File: config.mk
export PLATFORM = sky130hd
export DESIGN_NAME = phy_pcs_line_coding
export DESIGN_NICKNAME = d
export VERILOG_FILES = /design/src/phy_coding_pkg.sv /design/src/phy_pcs_line_coding.sv /design/src/lfsr_scrambler.sv
export SDC_FILE = /design/constraint.sdc
export NUM_CORES = 1
export LEC_CHECK = 0
export BUFFER_PORTS_ARGS = -buffer_cell sky130_fd_sc_hd__buf_2
export CAP_MARGIN = 20
export CORE_MARGIN = 2
export CORE_UTILIZATION = 60
export DETAILED_ROUTE_END_ITERATION = 12
export PLACE_DENSITY = 0.81
export SYNTH_ARGS = -nofsm -noshare
export SYNTH_HDL_FRONTEND = slang
export SYNTH_SLANG_ARGS = --single-unit
File: constraint.sdc
create_clock -name clk_i -period 4.4 [get_ports clk_i]
set_clock_uncertainty 0.1 [all_clocks]
set_input_delay 0.88 -clock clk_i [delete_from_list [all_inputs] [get_ports clk_i]]
set_output_delay 0.88 -clock clk_i [all_outputs]
set_load 0.02 [all_outputs]
File: src/phy_coding_pkg.sv
// Constants and carrier types for the port-1/port-2 line coding block.
// Assumes one serial line bit per clock cycle on both paths.
package phy_coding_pkg;

  // ----------------------------------------------------------------
  // Coding constants
  // ----------------------------------------------------------------
  localparam int unsigned LFSR_W    = 11;
  localparam int unsigned TAP_HI    = 10;
  localparam int unsigned TAP_LO    = 8;
  localparam logic [10:0] LFSR_SEED = 11'h7ff;
  localparam logic [6:0]  FEF_ONES  = 7'h54;
  localparam logic [2:0]  SYM_LAST  = 3'h4;
  localparam logic [3:0]  LOCK_LAST = 4'ha;
  localparam logic [4:0]  SYM_I     = 5'h1f;
  localparam logic [4:0]  SYM_J     = 5'h18;
  localparam logic [4:0]  SYM_K     = 5'h11;
  localparam logic [4:0]  SYM_T     = 5'h0d;
  localparam logic [4:0]  SYM_R     = 5'h07;
  localparam logic [1:0]  LVL_ZERO  = 2'h0;
  localparam logic [1:0]  LVL_PLUS  = 2'h1;
  localparam logic [1:0]  LVL_MINUS = 2'h3;
  localparam logic [1:0]  SD_NONE   = 2'h0;
  localparam logic [1:0]  SD_FAULT  = 2'h1;

  // ----------------------------------------------------------------
  // Register map
  // ----------------------------------------------------------------
  localparam int unsigned ADDR_W       = 8;
  localparam int unsigned IRQ_W        = 3;
  localparam logic [7:0]  OFS_BASIC    = 8'h00;
  localparam logic [7:0]  OFS_CR4      = 8'h04;
  localparam logic [7:0]  OFS_STATUS   = 8'h08;
  localparam logic [7:0]  OFS_IRQ_ST   = 8'h0c;
  localparam logic [7:0]  OFS_IRQ_MASK = 8'h10;
  localparam int unsigned BCR_FEF_DIS  = 2;
  localparam int unsigned BCR_DUPLEX   = 8;
  localparam int unsigned BCR_SPEED    = 13;
  localparam int unsigned CR4_PAUSE    = 4;
  localparam int unsigned CR4_FEF_DIS  = 12;
  localparam int unsigned IRQ_FEF      = 0;
  localparam int unsigned IRQ_CODE     = 1;
  localparam int unsigned IRQ_FRAME    = 2;
  localparam logic [15:0] BCR_RESET    = 16'h2100;
  localparam logic [15:0] CR4_RESET    = 16'h0000;
  localparam logic [1:0]  RESP_OKAY    = 2'h0;
  localparam logic [1:0]  RESP_SLVERR  = 2'h2;

  // ----------------------------------------------------------------
  // Types
  // ----------------------------------------------------------------
  typedef enum logic [2:0] {REG_BASIC, REG_CR4, REG_STATUS, REG_IRQ_ST, REG_IRQ_MASK, REG_NONE} reg_sel_t;
  typedef enum logic [1:0] {TX_IDLE, TX_K, TX_DATA, TX_R} tx_state_t;

  typedef struct packed {
    logic              awvalid;
    logic [ADDR_W-1:0] awaddr;
    logic              wvalid;
    logic [31:0]       wdata;
    logic [3:0]        wstrb;
    logic              bready;
    logic              arvalid;
    logic [ADDR_W-1:0] araddr;
    logic              rready;
  } axil_req_t;

  typedef struct packed {
    logic        awready;
    logic        wready;
    logic        bvalid;
    logic [1:0]  bresp;
    logic        arready;
    logic        rvalid;
    logic [31:0] rdata;
    logic [1:0]  rresp;
  } axil_rsp_t;

  typedef struct packed {
    logic fiber;
    logic signal;
    logic an_bypass;
    logic mdix_off;
    logic speed_100;
    logic full_duplex;
    logic pause_en;
  } link_mode_t;

endpackage : phy_coding_pkg

File: src/phy_pcs_line_coding.sv
// Line coding path: 4B/5B, scrambling, NRZI, MLT3, fiber modes, far-end fault.
// Assumes one line bit per clk_i cycle; analog slicing and clock recovery
// sit outside and deliver the line level already sampled at bit rate.
//
// Overview of operation
// - Serialise MAC nibbles into one bit stream
// - Transmit order 4B/5B, scramble, NRZI, MLT3
// - Scrambler is an 11-bit LFSR
// - Same 2047-bit sequence descrambles receive data
// - MLT3 to NRZI, NRZI edges give NRZ
// - Descramble, decode 4B/5B, deliver nibbles
// - Fiber skips scrambling and MLT3 both ways
// - Fiber bypasses autonegotiation and auto crossover
// - Signal detect gives none, fault, signal
// - Fault sends 84 ones then zero idle
// - Fault on after reset, two disable bits
// - Fiber with speed pin high forced to 100 Mb/s, set duplex
// - Fiber with speed pin low takes speed from BCR, set duplex
// - Pause only allowed with full duplex
`timescale 1ns/100ps
module phy_pcs_line_coding
  import phy_coding_pkg::*;
(
  input  wire logic                      clk_i,
  input  wire logic                      resetn_i,
  input  wire logic                      tx_valid_i,
  input  wire logic [3:0]                tx_data_i,
  output logic                           tx_ready_o,
  output logic [1:0]                     line_o,
  input  wire logic [1:0]                line_i,
  input  wire logic [1:0]                fiber_signal_detect_in_i,
  input  wire logic                      fiber_speed_select_pin_i,
  output logic                           rx_valid_o,
  output logic [3:0]                     rx_data_o,
  output logic                           rx_dv_o,
  output phy_coding_pkg::link_mode_t     mode_o,
  input  wire phy_coding_pkg::axil_req_t axil_req_i,
  output phy_coding_pkg::axil_rsp_t      axil_rsp_o,
  output logic                           irq_o
);

  typedef struct packed {
    logic [1:0]        sd_m;
    logic [1:0]        sd_s;
    logic              spd_m;
    logic              spd_s;
    logic [1:0]        ln_m;
    logic [1:0]        ln_s;
    tx_state_t         tx_st;
    logic [4:0]        tx_sym;
    logic [2:0]        tx_bit;
    logic              tx_gap;
    logic [6:0]        fef_cnt;
    logic              nrzi_tx;
    logic [1:0]        mlt_idx;
    logic [1:0]        line;
    logic [1:0]        rx_mlt;
    logic              rx_nrzi;
    logic [9:0]        rx_sh;
    logic              rx_align;
    logic [2:0]        rx_cnt;
    logic              rx_dv;
    logic              rx_valid;
    logic [3:0]        rx_data;
    logic [3:0]        lock_cnt;
    logic              locked;
    link_mode_t        mode;
    logic              fef_act;
    logic [15:0]       bcr;
    logic [15:0]       cr4;
    logic [IRQ_W-1:0]  irq_st;
    logic [IRQ_W-1:0]  irq_mask;
    logic              aw_ok;
    logic              w_ok;
    logic [ADDR_W-1:0] aw_addr;
    logic [31:0]       wdata;
    logic [3:0]        wstrb;
    logic              bvalid;
    logic [1:0]        bresp;
    logic              rvalid;
    logic [31:0]       rdata;
    logic [1:0]        rresp;
  } state_t;

  state_t s_q;
  state_t s_d;
  logic   tx_key;
  logic   rx_key;
  logic   scr_bit;
  logic   fef_on;
  logic   rx_load;
  logic   rx_seed;

  // ----------------------------------------------------------------
  // Helpers
  // ----------------------------------------------------------------
  function automatic logic [4:0] enc_4b5b(input logic [3:0] n);
    case (n)
      4'h0: enc_4b5b = 5'h1e;
      4'h1: enc_4b5b = 5'h09;
      4'h2: enc_4b5b = 5'h14;
      4'h3: enc_4b5b = 5'h15;
      4'h4: enc_4b5b = 5'h0a;
      4'h5: enc_4b5b = 5'h0b;
      4'h6: enc_4b5b = 5'h0e;
      4'h7: enc_4b5b = 5'h0f;
      4'h8: enc_4b5b = 5'h12;
      4'h9: enc_4b5b = 5'h13;
      4'ha: enc_4b5b = 5'h16;
      4'hb: enc_4b5b = 5'h17;
      4'hc: enc_4b5b = 5'h1a;
      4'hd: enc_4b5b = 5'h1b;
      4'he: enc_4b5b = 5'h1c;
      default: enc_4b5b = 5'h1d;
    endcase
  endfunction : enc_4b5b

  // Returns {valid, nibble}
  function automatic logic [4:0] dec_4b5b(input logic [4:0] c);
    dec_4b5b = 5'h00;
    for (int i = 0; i < 16; i++)
    begin
      if (enc_4b5b(4'(i)) == c)
        dec_4b5b = {1'b1, 4'(i)};
    end
  endfunction : dec_4b5b

  function automatic logic [1:0] mlt_level(input logic [1:0] idx);
    case (idx)
      2'h1:    mlt_level = LVL_PLUS;
      2'h3:    mlt_level = LVL_MINUS;
      default: mlt_level = LVL_ZERO;
    endcase
  endfunction : mlt_level

  function automatic reg_sel_t reg_sel(input logic [ADDR_W-1:0] a);
    case (a)
      OFS_BASIC:    reg_sel = REG_BASIC;
      OFS_CR4:      reg_sel = REG_CR4;
      OFS_STATUS:   reg_sel = REG_STATUS;
      OFS_IRQ_ST:   reg_sel = REG_IRQ_ST;
      OFS_IRQ_MASK: reg_sel = REG_IRQ_MASK;
      default:      reg_sel = REG_NONE;
    endcase
  endfunction : reg_sel

  function automatic logic [15:0] merge16(input logic [15:0] o, input logic [31:0] d, input logic [3:0] b);
    merge16 = {b[1] ? d[15:8] : o[15:8], b[0] ? d[7:0] : o[7:0]};
  endfunction : merge16

  // ----------------------------------------------------------------
  // Keystreams
  // ----------------------------------------------------------------
  lfsr_scrambler u_tx_scr (
    .clk_i    (clk_i),
    .resetn_i (resetn_i),
    .load_i   (1'b0),
    .seed_i   (1'b0),
    .key_o    (tx_key)
  );

  lfsr_scrambler u_rx_descr (
    .clk_i    (clk_i),
    .resetn_i (resetn_i),
    .load_i   (rx_load),
    .seed_i   (rx_seed),
    .key_o    (rx_key)
  );

  // ----------------------------------------------------------------
  // Next state
  // ----------------------------------------------------------------
  always_comb
  begin
    logic       fiber;
    logic       fef_en;
    logic       boundary;
    logic       code_bit;
    logic       nrz_bit;
    logic       plain;
    logic [9:0] sh_n;
    logic [4:0] dec;
    logic       wr_go;
    logic       rd_clr;
    logic       ev_code;
    logic       ev_frame;
    fiber    = s_q.sd_s != SD_NONE;
    fef_en   = !s_q.bcr[BCR_FEF_DIS] && !s_q.cr4[CR4_FEF_DIS];
    boundary = s_q.tx_bit == SYM_LAST;
    code_bit = 1'b0;
    nrz_bit  = 1'b0;
    plain    = 1'b0;
    sh_n     = '0;
    dec      = '0;
    wr_go    = 1'b0;
    rd_clr   = 1'b0;
    ev_code  = 1'b0;
    ev_frame = 1'b0;
    s_d      = s_q;

    s_d.sd_m  = fiber_signal_detect_in_i;
    s_d.sd_s  = s_q.sd_m;
    s_d.spd_m = fiber_speed_select_pin_i;
    s_d.spd_s = s_q.spd_m;
    s_d.ln_m  = line_i;
    s_d.ln_s  = s_q.ln_m;

    // Mode resolution
    s_d.fef_act          = fiber && s_q.sd_s == SD_FAULT && fef_en;
    s_d.mode.fiber       = fiber;
    s_d.mode.signal      = s_q.sd_s[1];
    s_d.mode.an_bypass   = fiber;
    s_d.mode.mdix_off    = fiber;
    s_d.mode.speed_100   = fiber ? (s_q.spd_s || s_q.bcr[BCR_SPEED]) : s_q.bcr[BCR_SPEED];
    s_d.mode.full_duplex = s_q.bcr[BCR_DUPLEX];
    s_d.mode.pause_en    = s_q.bcr[BCR_DUPLEX] && s_q.cr4[CR4_PAUSE];

    // Transmit serialiser
    fef_on      = s_q.fef_act && s_q.tx_gap;
    code_bit    = fef_on ? (s_q.fef_cnt != FEF_ONES) : s_q.tx_sym[4];
    s_d.fef_cnt = (fef_on && s_q.fef_cnt != FEF_ONES) ? s_q.fef_cnt + 7'h1 : 7'h00;
    scr_bit     = s_q.mode.fiber ? code_bit : code_bit ^ tx_key;
    s_d.nrzi_tx = s_q.nrzi_tx ^ scr_bit;
    s_d.mlt_idx = s_q.mlt_idx + {1'b0, scr_bit};
    s_d.line    = s_q.mode.fiber ? {1'b0, s_d.nrzi_tx} : mlt_level(s_d.mlt_idx);
    s_d.tx_bit  = boundary ? 3'h0 : s_q.tx_bit + 3'h1;
    s_d.tx_sym  = {s_q.tx_sym[3:0], 1'b0};
    if (boundary)
    begin
      s_d.tx_gap = 1'b0;
      case (s_q.tx_st)
        TX_IDLE:
        begin
          if (tx_valid_i)
          begin
            s_d.tx_sym = SYM_J;
            s_d.tx_st  = TX_K;
          end
          else
          begin
            s_d.tx_sym = SYM_I;
            s_d.tx_gap = 1'b1;
          end
        end
        TX_K:
        begin
          s_d.tx_sym = SYM_K;
          s_d.tx_st  = TX_DATA;
        end
        TX_DATA:
        begin
          if (tx_valid_i)
            s_d.tx_sym = enc_4b5b(tx_data_i);
          else
          begin
            s_d.tx_sym = SYM_T;
            s_d.tx_st  = TX_R;
          end
        end
        TX_R:
        begin
          s_d.tx_sym = SYM_R;
          s_d.tx_st  = TX_IDLE;
        end
        default:
        begin
          s_d.tx_sym = SYM_I;
          s_d.tx_st  = TX_IDLE;
        end
      endcase
    end

    // Receive: line decode, descramble, align
    s_d.rx_mlt  = s_q.ln_s;
    s_d.rx_nrzi = s_q.mode.fiber ? s_q.ln_s[0] : s_q.rx_nrzi ^ (s_q.ln_s != s_q.rx_mlt);
    nrz_bit     = s_d.rx_nrzi ^ s_q.rx_nrzi;
    rx_load     = !s_q.mode.fiber && !s_q.locked;
    rx_seed     = !nrz_bit;
    plain       = s_q.mode.fiber ? nrz_bit : nrz_bit ^ rx_key;
    if (rx_load)
    begin
      s_d.lock_cnt = s_q.lock_cnt + 4'h1;
      s_d.locked   = s_q.lock_cnt == LOCK_LAST;
    end
    sh_n         = {s_q.rx_sh[8:0], plain};
    s_d.rx_sh    = sh_n;
    s_d.rx_valid = 1'b0;
    if (!s_q.rx_align)
    begin
      if (sh_n == {SYM_J, SYM_K} && (s_q.mode.fiber || s_q.locked))
      begin
        s_d.rx_align = 1'b1;
        s_d.rx_dv    = 1'b1;
        s_d.rx_cnt   = 3'h0;
        ev_frame     = 1'b1;
      end
    end
    else if (s_q.rx_cnt != SYM_LAST)
      s_d.rx_cnt = s_q.rx_cnt + 3'h1;
    else
    begin
      s_d.rx_cnt = 3'h0;
      dec        = dec_4b5b(sh_n[4:0]);
      if (dec[4])
      begin
        s_d.rx_data  = dec[3:0];
        s_d.rx_valid = 1'b1;
      end
      else
      begin
        s_d.rx_align = 1'b0;
        s_d.rx_dv    = 1'b0;
        ev_code      = sh_n[4:0] != SYM_T;
      end
    end
    if (s_q.mode.fiber && !s_q.mode.signal)
    begin
      s_d.rx_align = 1'b0;
      s_d.rx_dv    = 1'b0;
      s_d.rx_valid = 1'b0;
    end

    // Register slave
    if (axil_req_i.awvalid && !s_q.aw_ok && !s_q.bvalid)
    begin
      s_d.aw_ok   = 1'b1;
      s_d.aw_addr = axil_req_i.awaddr;
    end
    if (axil_req_i.wvalid && !s_q.w_ok && !s_q.bvalid)
    begin
      s_d.w_ok  = 1'b1;
      s_d.wdata = axil_req_i.wdata;
      s_d.wstrb = axil_req_i.wstrb;
    end
    wr_go = s_q.aw_ok && s_q.w_ok && !s_q.bvalid;
    if (wr_go)
    begin
      s_d.aw_ok  = 1'b0;
      s_d.w_ok   = 1'b0;
      s_d.bvalid = 1'b1;
      s_d.bresp  = RESP_OKAY;
      case (reg_sel(s_q.aw_addr))
        REG_BASIC:    s_d.bcr = merge16(s_q.bcr, s_q.wdata, s_q.wstrb);
        REG_CR4:      s_d.cr4 = merge16(s_q.cr4, s_q.wdata, s_q.wstrb);
        REG_IRQ_MASK: s_d.irq_mask = s_q.wstrb[0] ? s_q.wdata[IRQ_W-1:0] : s_q.irq_mask;
        REG_NONE:     s_d.bresp = RESP_SLVERR;
        default:      s_d.bresp = RESP_OKAY;
      endcase
    end
    if (s_q.bvalid && axil_req_i.bready)
      s_d.bvalid = 1'b0;
    if (s_q.rvalid && axil_req_i.rready)
      s_d.rvalid = 1'b0;
    if (axil_req_i.arvalid && !s_q.rvalid)
    begin
      s_d.rvalid = 1'b1;
      s_d.rresp  = RESP_OKAY;
      s_d.rdata  = '0;
      case (reg_sel(axil_req_i.araddr))
        REG_BASIC:    s_d.rdata = {16'h0000, s_q.bcr};
        REG_CR4:      s_d.rdata = {16'h0000, s_q.cr4};
        REG_STATUS:   s_d.rdata = {21'h000000, s_q.locked, s_q.rx_align, s_q.rx_dv, s_q.fef_act, s_q.mode};
        REG_IRQ_ST:
        begin
          s_d.rdata = {29'h00000000, s_q.irq_st};
          rd_clr    = 1'b1;
        end
        REG_IRQ_MASK: s_d.rdata = {29'h00000000, s_q.irq_mask};
        default:      s_d.rresp = RESP_SLVERR;
      endcase
    end

    // Sticky events; a new event beats the read clear
    s_d.irq_st            = rd_clr ? '0 : s_q.irq_st;
    s_d.irq_st[IRQ_FEF]   = s_d.irq_st[IRQ_FEF] | (s_d.fef_act && !s_q.fef_act);
    s_d.irq_st[IRQ_CODE]  = s_d.irq_st[IRQ_CODE] | ev_code;
    s_d.irq_st[IRQ_FRAME] = s_d.irq_st[IRQ_FRAME] | ev_frame;
  end

  always_ff @(posedge clk_i or negedge resetn_i)
  begin
    if (!resetn_i)
    begin
      s_q        <= '0;
      s_q.bcr    <= BCR_RESET;
      s_q.cr4    <= CR4_RESET;
      s_q.tx_sym <= SYM_I;
      s_q.tx_st  <= TX_IDLE;
    end
    else
      s_q <= s_d;
  end

  // ----------------------------------------------------------------
  // Outputs
  // ----------------------------------------------------------------
  assign tx_ready_o         = s_q.tx_bit == SYM_LAST && s_q.tx_st == TX_DATA;
  assign line_o             = s_q.line;
  assign rx_valid_o         = s_q.rx_valid;
  assign rx_data_o          = s_q.rx_data;
  assign rx_dv_o            = s_q.rx_dv;
  assign mode_o             = s_q.mode;
  assign irq_o              = |(s_q.irq_st & s_q.irq_mask);
  assign axil_rsp_o.awready = !s_q.aw_ok && !s_q.bvalid;
  assign axil_rsp_o.wready  = !s_q.w_ok && !s_q.bvalid;
  assign axil_rsp_o.bvalid  = s_q.bvalid;
  assign axil_rsp_o.bresp   = s_q.bresp;
  assign axil_rsp_o.arready = !s_q.rvalid;
  assign axil_rsp_o.rvalid  = s_q.rvalid;
  assign axil_rsp_o.rdata   = s_q.rdata;
  assign axil_rsp_o.rresp   = s_q.rresp;
endmodule : phy_pcs_line_coding

File: src/lfsr_scrambler.sv
// Keystream generator shared by the transmit scrambler and receive descrambler.
// Assumes the caller XORs the key with its bits; load shifts in a seed bit.
`timescale 1ns/100ps
module lfsr_scrambler
  import phy_coding_pkg::*;
(
  input  wire logic clk_i,
  input  wire logic resetn_i,
  input  wire logic load_i,
  input  wire logic seed_i,
  output logic      key_o
);

  typedef struct packed {
    logic [LFSR_W-1:0] sr;
  } lfsr_state_t;

  lfsr_state_t s_q;
  lfsr_state_t s_d;

  // ----------------------------------------------------------------
  // Feedback
  // ----------------------------------------------------------------
  assign key_o = s_q.sr[TAP_HI] ^ s_q.sr[TAP_LO];

  always_comb
  begin
    s_d = s_q;
    s_d.sr = {s_q.sr[LFSR_W-2:0], load_i ? seed_i : key_o};
  end

  always_ff @(posedge clk_i or negedge resetn_i)
  begin
    if (!resetn_i)
      s_q.sr <= LFSR_SEED;
    else
      s_q <= s_d;
  end
endmodule : lfsr_scrambler

# Word level (Yosys, flattened, before mapping)
# Memory sizes are Yosys's and may differ from the RTL's.
# Index checks and enable logic that the tools add are counted.
# Widths: inputs -> output; s select.
dict set report op_classes {
  n_addsub 5
  n_eq_ne 48
  n_mux 101
  n_bitwise 12
  reduce_logical 57
}
# operator n
set op_table {}
lappend op_table {{$mux 5} 56}
lappend op_table {{$eq 5x5->1} 16}
lappend op_table {{$pmux 16 s5} 1}
lappend op_table {{$mux 35} 1}
lappend op_table {{$eq 8x4->1 const B} 4}
lappend op_table {{$pmux 3 s5} 2}
lappend op_table {{$pmux 7 s4} 1}
lappend op_table {{$reduce_and 3->1} 8}
lappend op_table {{$mux 1} 23}
lappend op_table {{$logic_and 1x1->1} 22}
lappend op_table {{$mux 3} 7}
lappend op_table {{$eq 8x3->1 const B} 2}
lappend op_table {{$eq 8x5->1 const B} 2}
lappend op_table {{$logic_not 8->1} 2}
lappend op_table {{$mux 2} 7}
lappend op_table {{$eq 3x3->1 const B} 4}
lappend op_table {{$reduce_bool 2->1} 6}
lappend op_table {{$logic_not 1->1} 11}
lappend op_table {{$eq 10x10->1 const B} 1}
lappend op_table {{$add 7x1->7 const B} 1}
lappend op_table {{$mux 7} 1}
lappend op_table {{$ne 7x7->1 const B} 1}
lappend op_table {{$xor 1x1->1} 7}
lappend op_table {{$add 3x1->3 const B} 2}
lappend op_table {{other kinds (23)} 35}
dict set report totals {
  reg_bits 192
  romBits 80
  output_inout_bits 58
  mem_count 1
}
# name words word_bits rd rd_clocked_by_memory_dff wr line
set mem_list {}
lappend mem_list {{(no name shown)} 16 5 1 0 0 phy_pcs_line_coding.sv:98} ;# case (n)

# Longest topological paths before layout
# Gate-level depths: netlist of the first run.
dict set report depth {
  ltp_word 29
  depth_mapped 9
  depth_no_buf 9
}

# Hierarchy
# A second synthesis of the first run with hierarchy kept.
dict set report unflattened {
  hier_cells 609
  area_unflattened_um2 7502.2
}
# module n_inst cells_each area_each_um2 seq_area_each_um2
set by_module_without_submodules {}
lappend by_module_without_submodules {phy_pcs_line_coding 1 583 6884.1 3812.4}
lappend by_module_without_submodules {lfsr_scrambler 2 13 309.0 289.0}

# Worst setup path after synthesis of the first run
# OpenSTA, ideal clock, no wires.
dict set report synth_path {
  path_type {input-to-reg}
  start {input axil_req_i[9] (netlist name)}
  end {register s_q[87] (netlist name)}
  setup_ps 121
  arrival_ps 2208
  required_ps 4179
  setup_slack_ps 1971
  stages 5
  path_buffers 0
  path_cell_list {nand2_1 -> or4_1 -> nor4_4 -> nand3_1 -> a22o_1}
}
# item line
set synth_rtl {}
lappend synth_rtl {{start: declaration} phy_pcs_line_coding.sv:37} ;# input wire phy_coding_pkg::axil_req_t axil_req_i,
lappend synth_rtl {{end: declaration} phy_pcs_line_coding.sv:85} ;# state_t s_q;

==> flow_summary_export.csv, run 1 <==
group,metric,value,unit
yosys,synth-adder-area-share,2.013,%
global_route,gr-usage-met1,28.16,%
route,viasPerCell,5.393,
global_route,grt_busiest_layer,"met2",
route,wl_per_cell,15.84,um
cts,cts-root-buf,"clkbuf_16",
yosys,synthFlopType,"dfrtp_1",
setup_path,rr_worst_depth,9,
yosys,async_flop_share,100.0,%
die,fp.dieW,115.5,um
route,num_vias,4579,
die,start_util,61.83,%
cts,cts_tree,"done",
min_path,hold_path.class,"reg2reg",
power,leakage,0.004027,uW
power,p_int,3326,uW
outcome,outcome,"finished clean",
place,place_area,7762,um2
yosys,synth_edf_count,0,
setup_path,crit_path_max_incr_delay,0.86,ns
sta,period_needed,2.843,ns
sta,slew_headroom,29.25,%
power,combPwrFrac,18.3,%
route,wl,13450,um
power,clockPowerShare,33.5,%
setup_path,cp_slowest_cell,"o311ai_1",
yosys,synth_cell_type_count,56,
global_route,grt_use_met2,34.23,%
power,vdd_drop_max,421.6,uV
yosys,synth_cells,607,
cts,cts_hold_buffers,0,
global_route,antenna_found_initial,0,
yosys,ys_seq_area_share,58.88,%
global_route,grt_pass1_wl,21760,um
setup_path,crit_path_start_kind,"register",
cts,worstSkewPairLatency,0.42,ns
setup_path,endpoint_kind,"register",
die,num_rows,40,
cts,clk_pin_slew,0.06,ns
setup_path,cpMostUsedCell,"ha_1",
cts,cts-resized-gates,0,
sta,period_share,64.61,%
yosys,synth-compound-area-share,7.718,%
cts,cts_setup_buffers,0,
yosys,yosys_warnings,0,
setup_path,r2r_slack,1.56,ns
yosys,syn_avg_cell_area,12.29,um2
global_route,grt_use_total,21.37,%
global_route,grt_max_degree,113,
setup_path,crit_family,"compound AO/OA/AOI/OAI gates",
setup_path,rr_startpoint,"s_q[163]",
cts,clkSinkCount,174,
power,sw_frac_of_total,28.17,%
sta,fmax,351.8,MHz
place,port_buffers,90,
cts,numCtsBuffers,17,
die,die_h,115.5,um
setup_path,critPathRequiredTime,4.66,ns
finish,drive_gt1_share,33.33,%
sta,rsz0062_at_grt,"no",
yosys,synth-simple-area-share,8.691,%
route,dr.pass1.iters,7,
sta,setup_viol_count_final,0,
finish,syn_to_final_growth,12.47,%
global_route,grt_overflow_total,0,
finish,antennaDiodeCount,0,
sta,tns,0,ns
power,pwr-share-seq,48.2,%
setup_path,r2r-end,"line_o[1]",
place,hpwl,9139,um
setup_path,cp_num_buf_inv,1,
setup_path,path_class,"reg2reg",
route,drc,0,
finish,fin_nets,749,
power,powerDensity,552.1,nW/um2
sta,hold_viol,0,
die,core,12060,um2
finish,layout_common_cells,"dfrtp_1, buf_2, mux2_2",
setup_path,path_cells,"inv_1 > ha_1 > nand4b_1 > o311ai_1 > nand2_1 > xnor2_1 > ha_1 > xor2_1 > and3b_1",
yosys,synth.mux.area_fraction,12.82,%
route,drt_iter0_markers,311,
cts,ctsLongestPathBuffers,2,
die,ios,127,
setup_path,cp_num_cells,9,
finish,final_cell_area,8387,um2
global_route,gr-usage-met3,5.282,%
finish,final_common_cell,"dfrtp_1",
yosys,synthesis.area,7457,um2
place,gp_congestion,0.8117,
finish,multi_input_area,2587,um2
yosys,synth_top_family_by_area,"multiplexers",
finish,regArea,4390,um2
setup_path,cp_max_fo,8,
die,dieArea,13340,um2
yosys,ys_ff_latch,174,
cts,cts_htree_levels,4,
route,ant_nets,0,
flow_run,cap_violations,0,
setup_path,startpoint,"s_q[163]",
power,switchingPower,1305,uW
setup_path,crit_end,"line_o[1]",
yosys,synthXorXnorAreaFrac,2.550,%
sta,slew_viol_final,0,
setup_path,arrival,3.10,ns
global_route,grt_pass1_vias,4416,
sta,worst_pin_slew,1.045,ns
finish,fillCellCount,846,
[routing by layer]
metal  up-vias  part of all wire [%]  routed length (um)
met3        22                   4.7                 636
met4         0                   1.8                 238
li1       2139                     -                   -
met5         -                     0                   0
met2       139                    50                6689
met1      2279                    44                5881
[through the flow]
stage	setup slack [ns]	util (%)	cells	power [uW]	hold slack (ns)
2_1_floorplan	1.971	-	624	2871	0.2312
3_3_place_gp	1.590	64.36	817	3032	0.2334
3_5_place_dp	1.561	64.36	817	3103	0.2347
4_1_cts	1.555	69.53	849	4671	0.2496
5_1_grt	1.325	69.53	849	4869	0.2594
6_report	1.557	69.53	849	4630	0.2484
[power by group through the flow]
stage	clock network, uW	logic [uW]	registers, uW
6_report	1550	849	2230
5_1_grt	1640	949	2280
4_1_cts	1580	860	2230
3_5_place_dp	0	853	2250
3_3_place_gp	0	811	2220
2_1_floorplan	0	714	2160
[sequential cells by signal, summed over array words and instances, names as in the netlist]
register	count
line_o	2
u_tx_scr.s_q	11
s_d	18
mode_o	5
axil_rsp_o	20
u_rx_descr.s_q	11
rx_dv_o	1
s_q	101
rx_valid_o	1
rx_data_o	4
[final cells by class]
type,count,share of cell area (%)
Clock inverter,12,1.880
Clock buffer,20,5.565
Timing Repair Buffer,92,5.774
Sequential cell,174,52.35
Inverter,24,1.074
Multi-Input combinational cell,359,30.85
Tap cell,168,2.506
[kinds of logic after synthesis]
group / after synthesis
xor gates and xnor gates: 20
other: 1
adders and majority gates: 12
and+or+nand+nor: 132
muxes: 87
DFF: 174
AOI/OAI and AO/OA: 90
buffers and inverters: 91
[synthesized netlist by cell type (all sizes together), types with 2 or more instances]
master | count | area share [%]
dfrtp | 145 | 49
mux2 | 65 | 9.9
buf | 56 | 5.5
nand2 | 51 | 2.6
o21ai | 44 | 3.0
dfstp | 29 | 10
nor2 | 29 | 1.5
inv | 24 | 1.2
mux2i | 22 | 3.0
xnor2 | 14 | 1.8
ha | 12 | 2.0
a21oi | 11 | 0.79
clkbuf | 11 | 0.55
a22o | 10 | 1.2
nand3 | 7 | 0.47
nor3 | 7 | 0.47
a21o | 6 | 0.60
and2 | 6 | 0.50
and3 | 6 | 0.57
xor2 | 6 | 0.70
nand2b | 5 | 0.42
nor2b | 4 | 0.34
o31ai | 4 | 0.59
nand4 | 3 | 0.25
nor4 | 3 | 0.45
a31oi | 2 | 0.17
nand3b | 2 | 0.20
nor3b | 2 | 0.20
o21bai | 2 | 0.20
o311ai | 2 | 0.23
or4 | 2 | 0.20
[worst register-to-register path, delay by kind of cell, from the launching register on]
family	cells	cell delay, ns
AOI/OAI and AO/OA	1	0.86
and+or+nand+nor	3	0.51
adders and majority gates	2	0.35
xor gates and xnor gates	2	0.49
buffers and inverters	1	0.07
DFF	1	0.41
[worst min-delay path by stage]
stage                      start           endpoint  cells past startpoint
3_5_place_dp            s_d[181]           s_d[156]                      0
4_1_cts                 s_d[181]           s_d[156]                      0
3_3_place_gp            s_d[182]           s_d[157]                      0
6_report                s_d[181]           s_d[156]                      0
2_1_floorplan           s_d[188]           s_d[128]                      0
5_1_grt        u_rx_descr.s_q[0]  u_rx_descr.s_q[1]                      0
Note: power is estimated with default switching activity, not from simulation.
==> run 2: changes to the inputs <==
--- a/config.mk
+++ b/config.mk
@@ -5,12 +5,13 @@
 export SDC_FILE = /design/constraint.sdc
 export NUM_CORES = 1
 export LEC_CHECK = 0
+export ABC_AREA = 1
 export BUFFER_PORTS_ARGS = -buffer_cell sky130_fd_sc_hd__buf_2
 export CAP_MARGIN = 20
 export CORE_MARGIN = 2
-export CORE_UTILIZATION = 60
+export CORE_UTILIZATION = 51
 export DETAILED_ROUTE_END_ITERATION = 12
-export PLACE_DENSITY = 0.81
+export PLACE_DENSITY = 0.73
 export SYNTH_ARGS = -nofsm -noshare
 export SYNTH_HDL_FRONTEND = slang
 export SYNTH_SLANG_ARGS = --single-unit
==> constraint.sdc (replaced) <==
create_clock -name clk_i -period 2.3 [get_ports clk_i]
set_clock_uncertainty 0.1 [all_clocks]
set_input_delay 0.46 -clock clk_i [delete_from_list [all_inputs] [get_ports clk_i]]
set_output_delay 0.46 -clock clk_i [all_outputs]
set_load 0.02 [all_outputs]
==> run 2 against run 1 <==
  * First-iteration DRC count grew 17%
  * Via count grew 11%
  * Global-route usage shrank 2.2 points
  * Critical path depth shrank 4
  * Die area grew 17%
  * Wire length grew 4.7%
  * Synthesized area grew 0.34%
  * Count of clock-buffer cells in the layout shrank 2
  * Synthesized cell count grew 26%
  * Largest cell class unchanged
  * Flip-flop and latch count is the same
  * Cell count grew 22%
==> flow_summary_export.csv, run 2 <==
group,metric,value,unit
finish,fillCellCount,1229,
yosys,ys_seq_area_share,58.68,%
die,die_h,125.1,um
finish,antennaDiodeCount,0,
place,hpwl,9950,um
global_route,grt_pass1_vias,4934,
finish,drive_gt1_share,23.83,%
global_route,grt_overflow_total,0,
yosys,synth_cells,763,
setup_path,rr_startpoint,"mode_o[3]",
yosys,synthFlopType,"dfrtp_1",
sta,slew_viol_final,0,
yosys,synth_edf_count,0,
setup_path,cp_num_buf_inv,3,
route,num_vias,5087,
route,drt_iter0_markers,365,
yosys,yosys_warnings,0,
finish,final_cells,1036,
power,fin_total_pwr,9382,uW
power,vdd_drop_max,574.7,uV
cts,worstSkewPairLatency,0.43,ns
yosys,synth.most_common_cell,"nand2_1",
global_route,grt_max_degree,59,
cts,numCtsBuffers,17,
outcome,outcome,"finished clean",
power,powerDensity,1101,nW/um2
cts,cts-root-buf,"clkbuf_16",
setup_path,endpoint_kind,"output port",
yosys,async_flop_share,100.0,%
finish,largest_register_ffs,101,
finish,regMostFlops,"s_q",
sta,period_needed,2.078,ns
finish,syn_to_final_growth,13.93,%
route,ant_nets,0,
sta,fin_ws,0.2223,ns
setup_path,cp_slowest_cell,"dfrtp_1",
yosys,yosys-top-cells-area,"dfrtp_1, dfstp_2, nand2_1, buf_4, inv_1",
yosys,ys_top_cells_by_count,"nand2_1, dfrtp_1, inv_1",
flow_run,cap_violations,0,
setup_path,rr_worst_depth,7,
setup_path,path_cells,"inv_1 > ha_1 > inv_1 > nor2_1 > buf_2",
cts,cts_tree,"done",
finish,layout_common_cells,"nand2_1, dfrtp_1, buf_2",
die,dieArea,15660,um2
setup_path,arrival,1.52,ns
cts,cts_setup_buffers,0,
place,gp_congestion,0.8583,
finish,utilization,59.10,%
route,wl,14080,um
place,port_buffers,90,
die,num_rows,44,
setup_path,cpMostUsedCell,"inv_1",
route,wl_per_cell,13.59,um
min_path,whs_path_depth,1,
yosys,synthesis.area,7482,um2
min_path,worstHoldStart,"fiber_speed_select_pin_i",
setup_path,r2r_slack,0.26,ns
sta,fmax,481.3,MHz
place,pre_cts_slack,0.2669,ns
setup_path,r2r-end,"line_o[1]",
route,dr.pass1.iters,4,
sta,period_share,90.33,%
yosys,yosys.area.top_type,"dfrtp_1",
cts,clk_pin_slew,0.07,ns
die,core,14420,um2
cts,clkSinkCount,174,
die,ios,127,
global_route,grt_pass1_wl,23920,um
sta,hold_viol,0,
setup_path,crit_path_start_kind,"register",
route,viasPerCell,4.910,
sta,rsz0062_at_grt,"no",
setup_path,critPathRequiredTime,1.74,ns
sta,setup_viol_count_final,0,
cts,cts_htree_levels,4,
power,leakage,0.004236,uW
die,start_util,51.87,%
global_route,antenna_found_initial,0,
yosys,ys_ff_latch,174,
yosys,synth_cell_type_count,53,
sta,slew_headroom,61.36,%
die,fp.dieW,125.1,um
sta,tns,0,ns
setup_path,path_class,"reg2out",
setup_path,cp_max_fo,5,
sta,worst_pin_slew,0.5796,ns
finish,final_common_cell,"nand2_1",
min_path,hold_path.class,"in2reg",
route,drc,0,
setup_path,crit_family,"flip-flops",
min_path,worstHoldEndpoint,"s_d[185]",
yosys,syn_avg_cell_area,9.806,um2
place,dp.cells,1003,
cts,ctsLongestPathBuffers,2,
yosys,synth_top_area_share,48.49,%
finish,fin_nets,920,
global_route,grt_use_total,19.13,%
setup_path,crit_path_max_incr_delay,0.38,ns
## run 2: changes by cell type in the layout (fill, tap and decap cells not counted), moves of 11 or more
cell / previous run / this run
mux2i_1: 22 / 0
mux2_2: 64 / 8
nor2_1: 29 / 66
a21oi_1: 10 / 28
nand2_1: 51 / 157
o21ai_0: 44 / 55
inv_1: 24 / 76
## run 2: how the worst max path moves through the flow
stage,from,end,slack (ns),cells past startpoint
after detailed placement,axil_req_i[2],axil_rsp_o[1],0.27,8
after floorplan,s_q[163],line_o[1],0.51,10
after global placement,axil_req_i[2],axil_rsp_o[1],0.28,8
after global routing,mode_o[3],line_o[1],0.08,7
after CTS,s_q[179],tx_ready_o,0.21,5
final,s_q[179],tx_ready_o,0.22,5
## run 2: cells by family after synthesis
family	Yosys count	share of synthesized area (%)
other cells	1	0.05012
flops	174	58.68
simple gates	290	17.17
fa+ha+maj	12	2.007
xor+xnor	9	1.054
buf+inv	146	10.08
compound gates	123	9.749
mux	8	1.204
## run 2: report_power, final
| part | switching (uW) | internal (uW) | total [uW] | leakage [uW] |
|---|---|---|---|---|
| logic | 1240 | 761 | 2000 | 0.00186 |
| clock network | 1220 | 1650 | 2870 | 0.000284 |
| registers | 516 | 4000 | 4520 | 0.00209 |
## run 2: area by class of cell
type	count	area, um2	share of cell area, %
multi-input combinational	460	2401	28.17
timing repair buffer	103	594.3	6.972
clock inverter	14	157.7	1.849
tap	184	230.2	2.701
clock buffer	18	439.2	5.152
sequential	174	4390	51.50
inverter	83	311.5	3.655
## run 2: repair_timing
action                    CTS  global route
hold buffers                1             0
hold endpoints to repair   36             0
gates resized for setup     0             0
## run 2: per-layer routing
metal	global-route usage [%]	part of all wire [%]	wire length, um
met3	5.777	6.0	838
met1	27.37	48	6826
met5	0	0	0
met2	28.04	44	6161
met4	6.601	1.8	254
## run 2: through the flow
step / hold slack [ns] / instance area (um2)
after CTS: 0.01810 / 8524
final: 0.03452 / 8524
after detailed placement: 0.2347 / 7918
after floorplan: 0.06441 / 7546
after global routing: 0.009531 / 8524
after global placement: 0.2321 / 7918
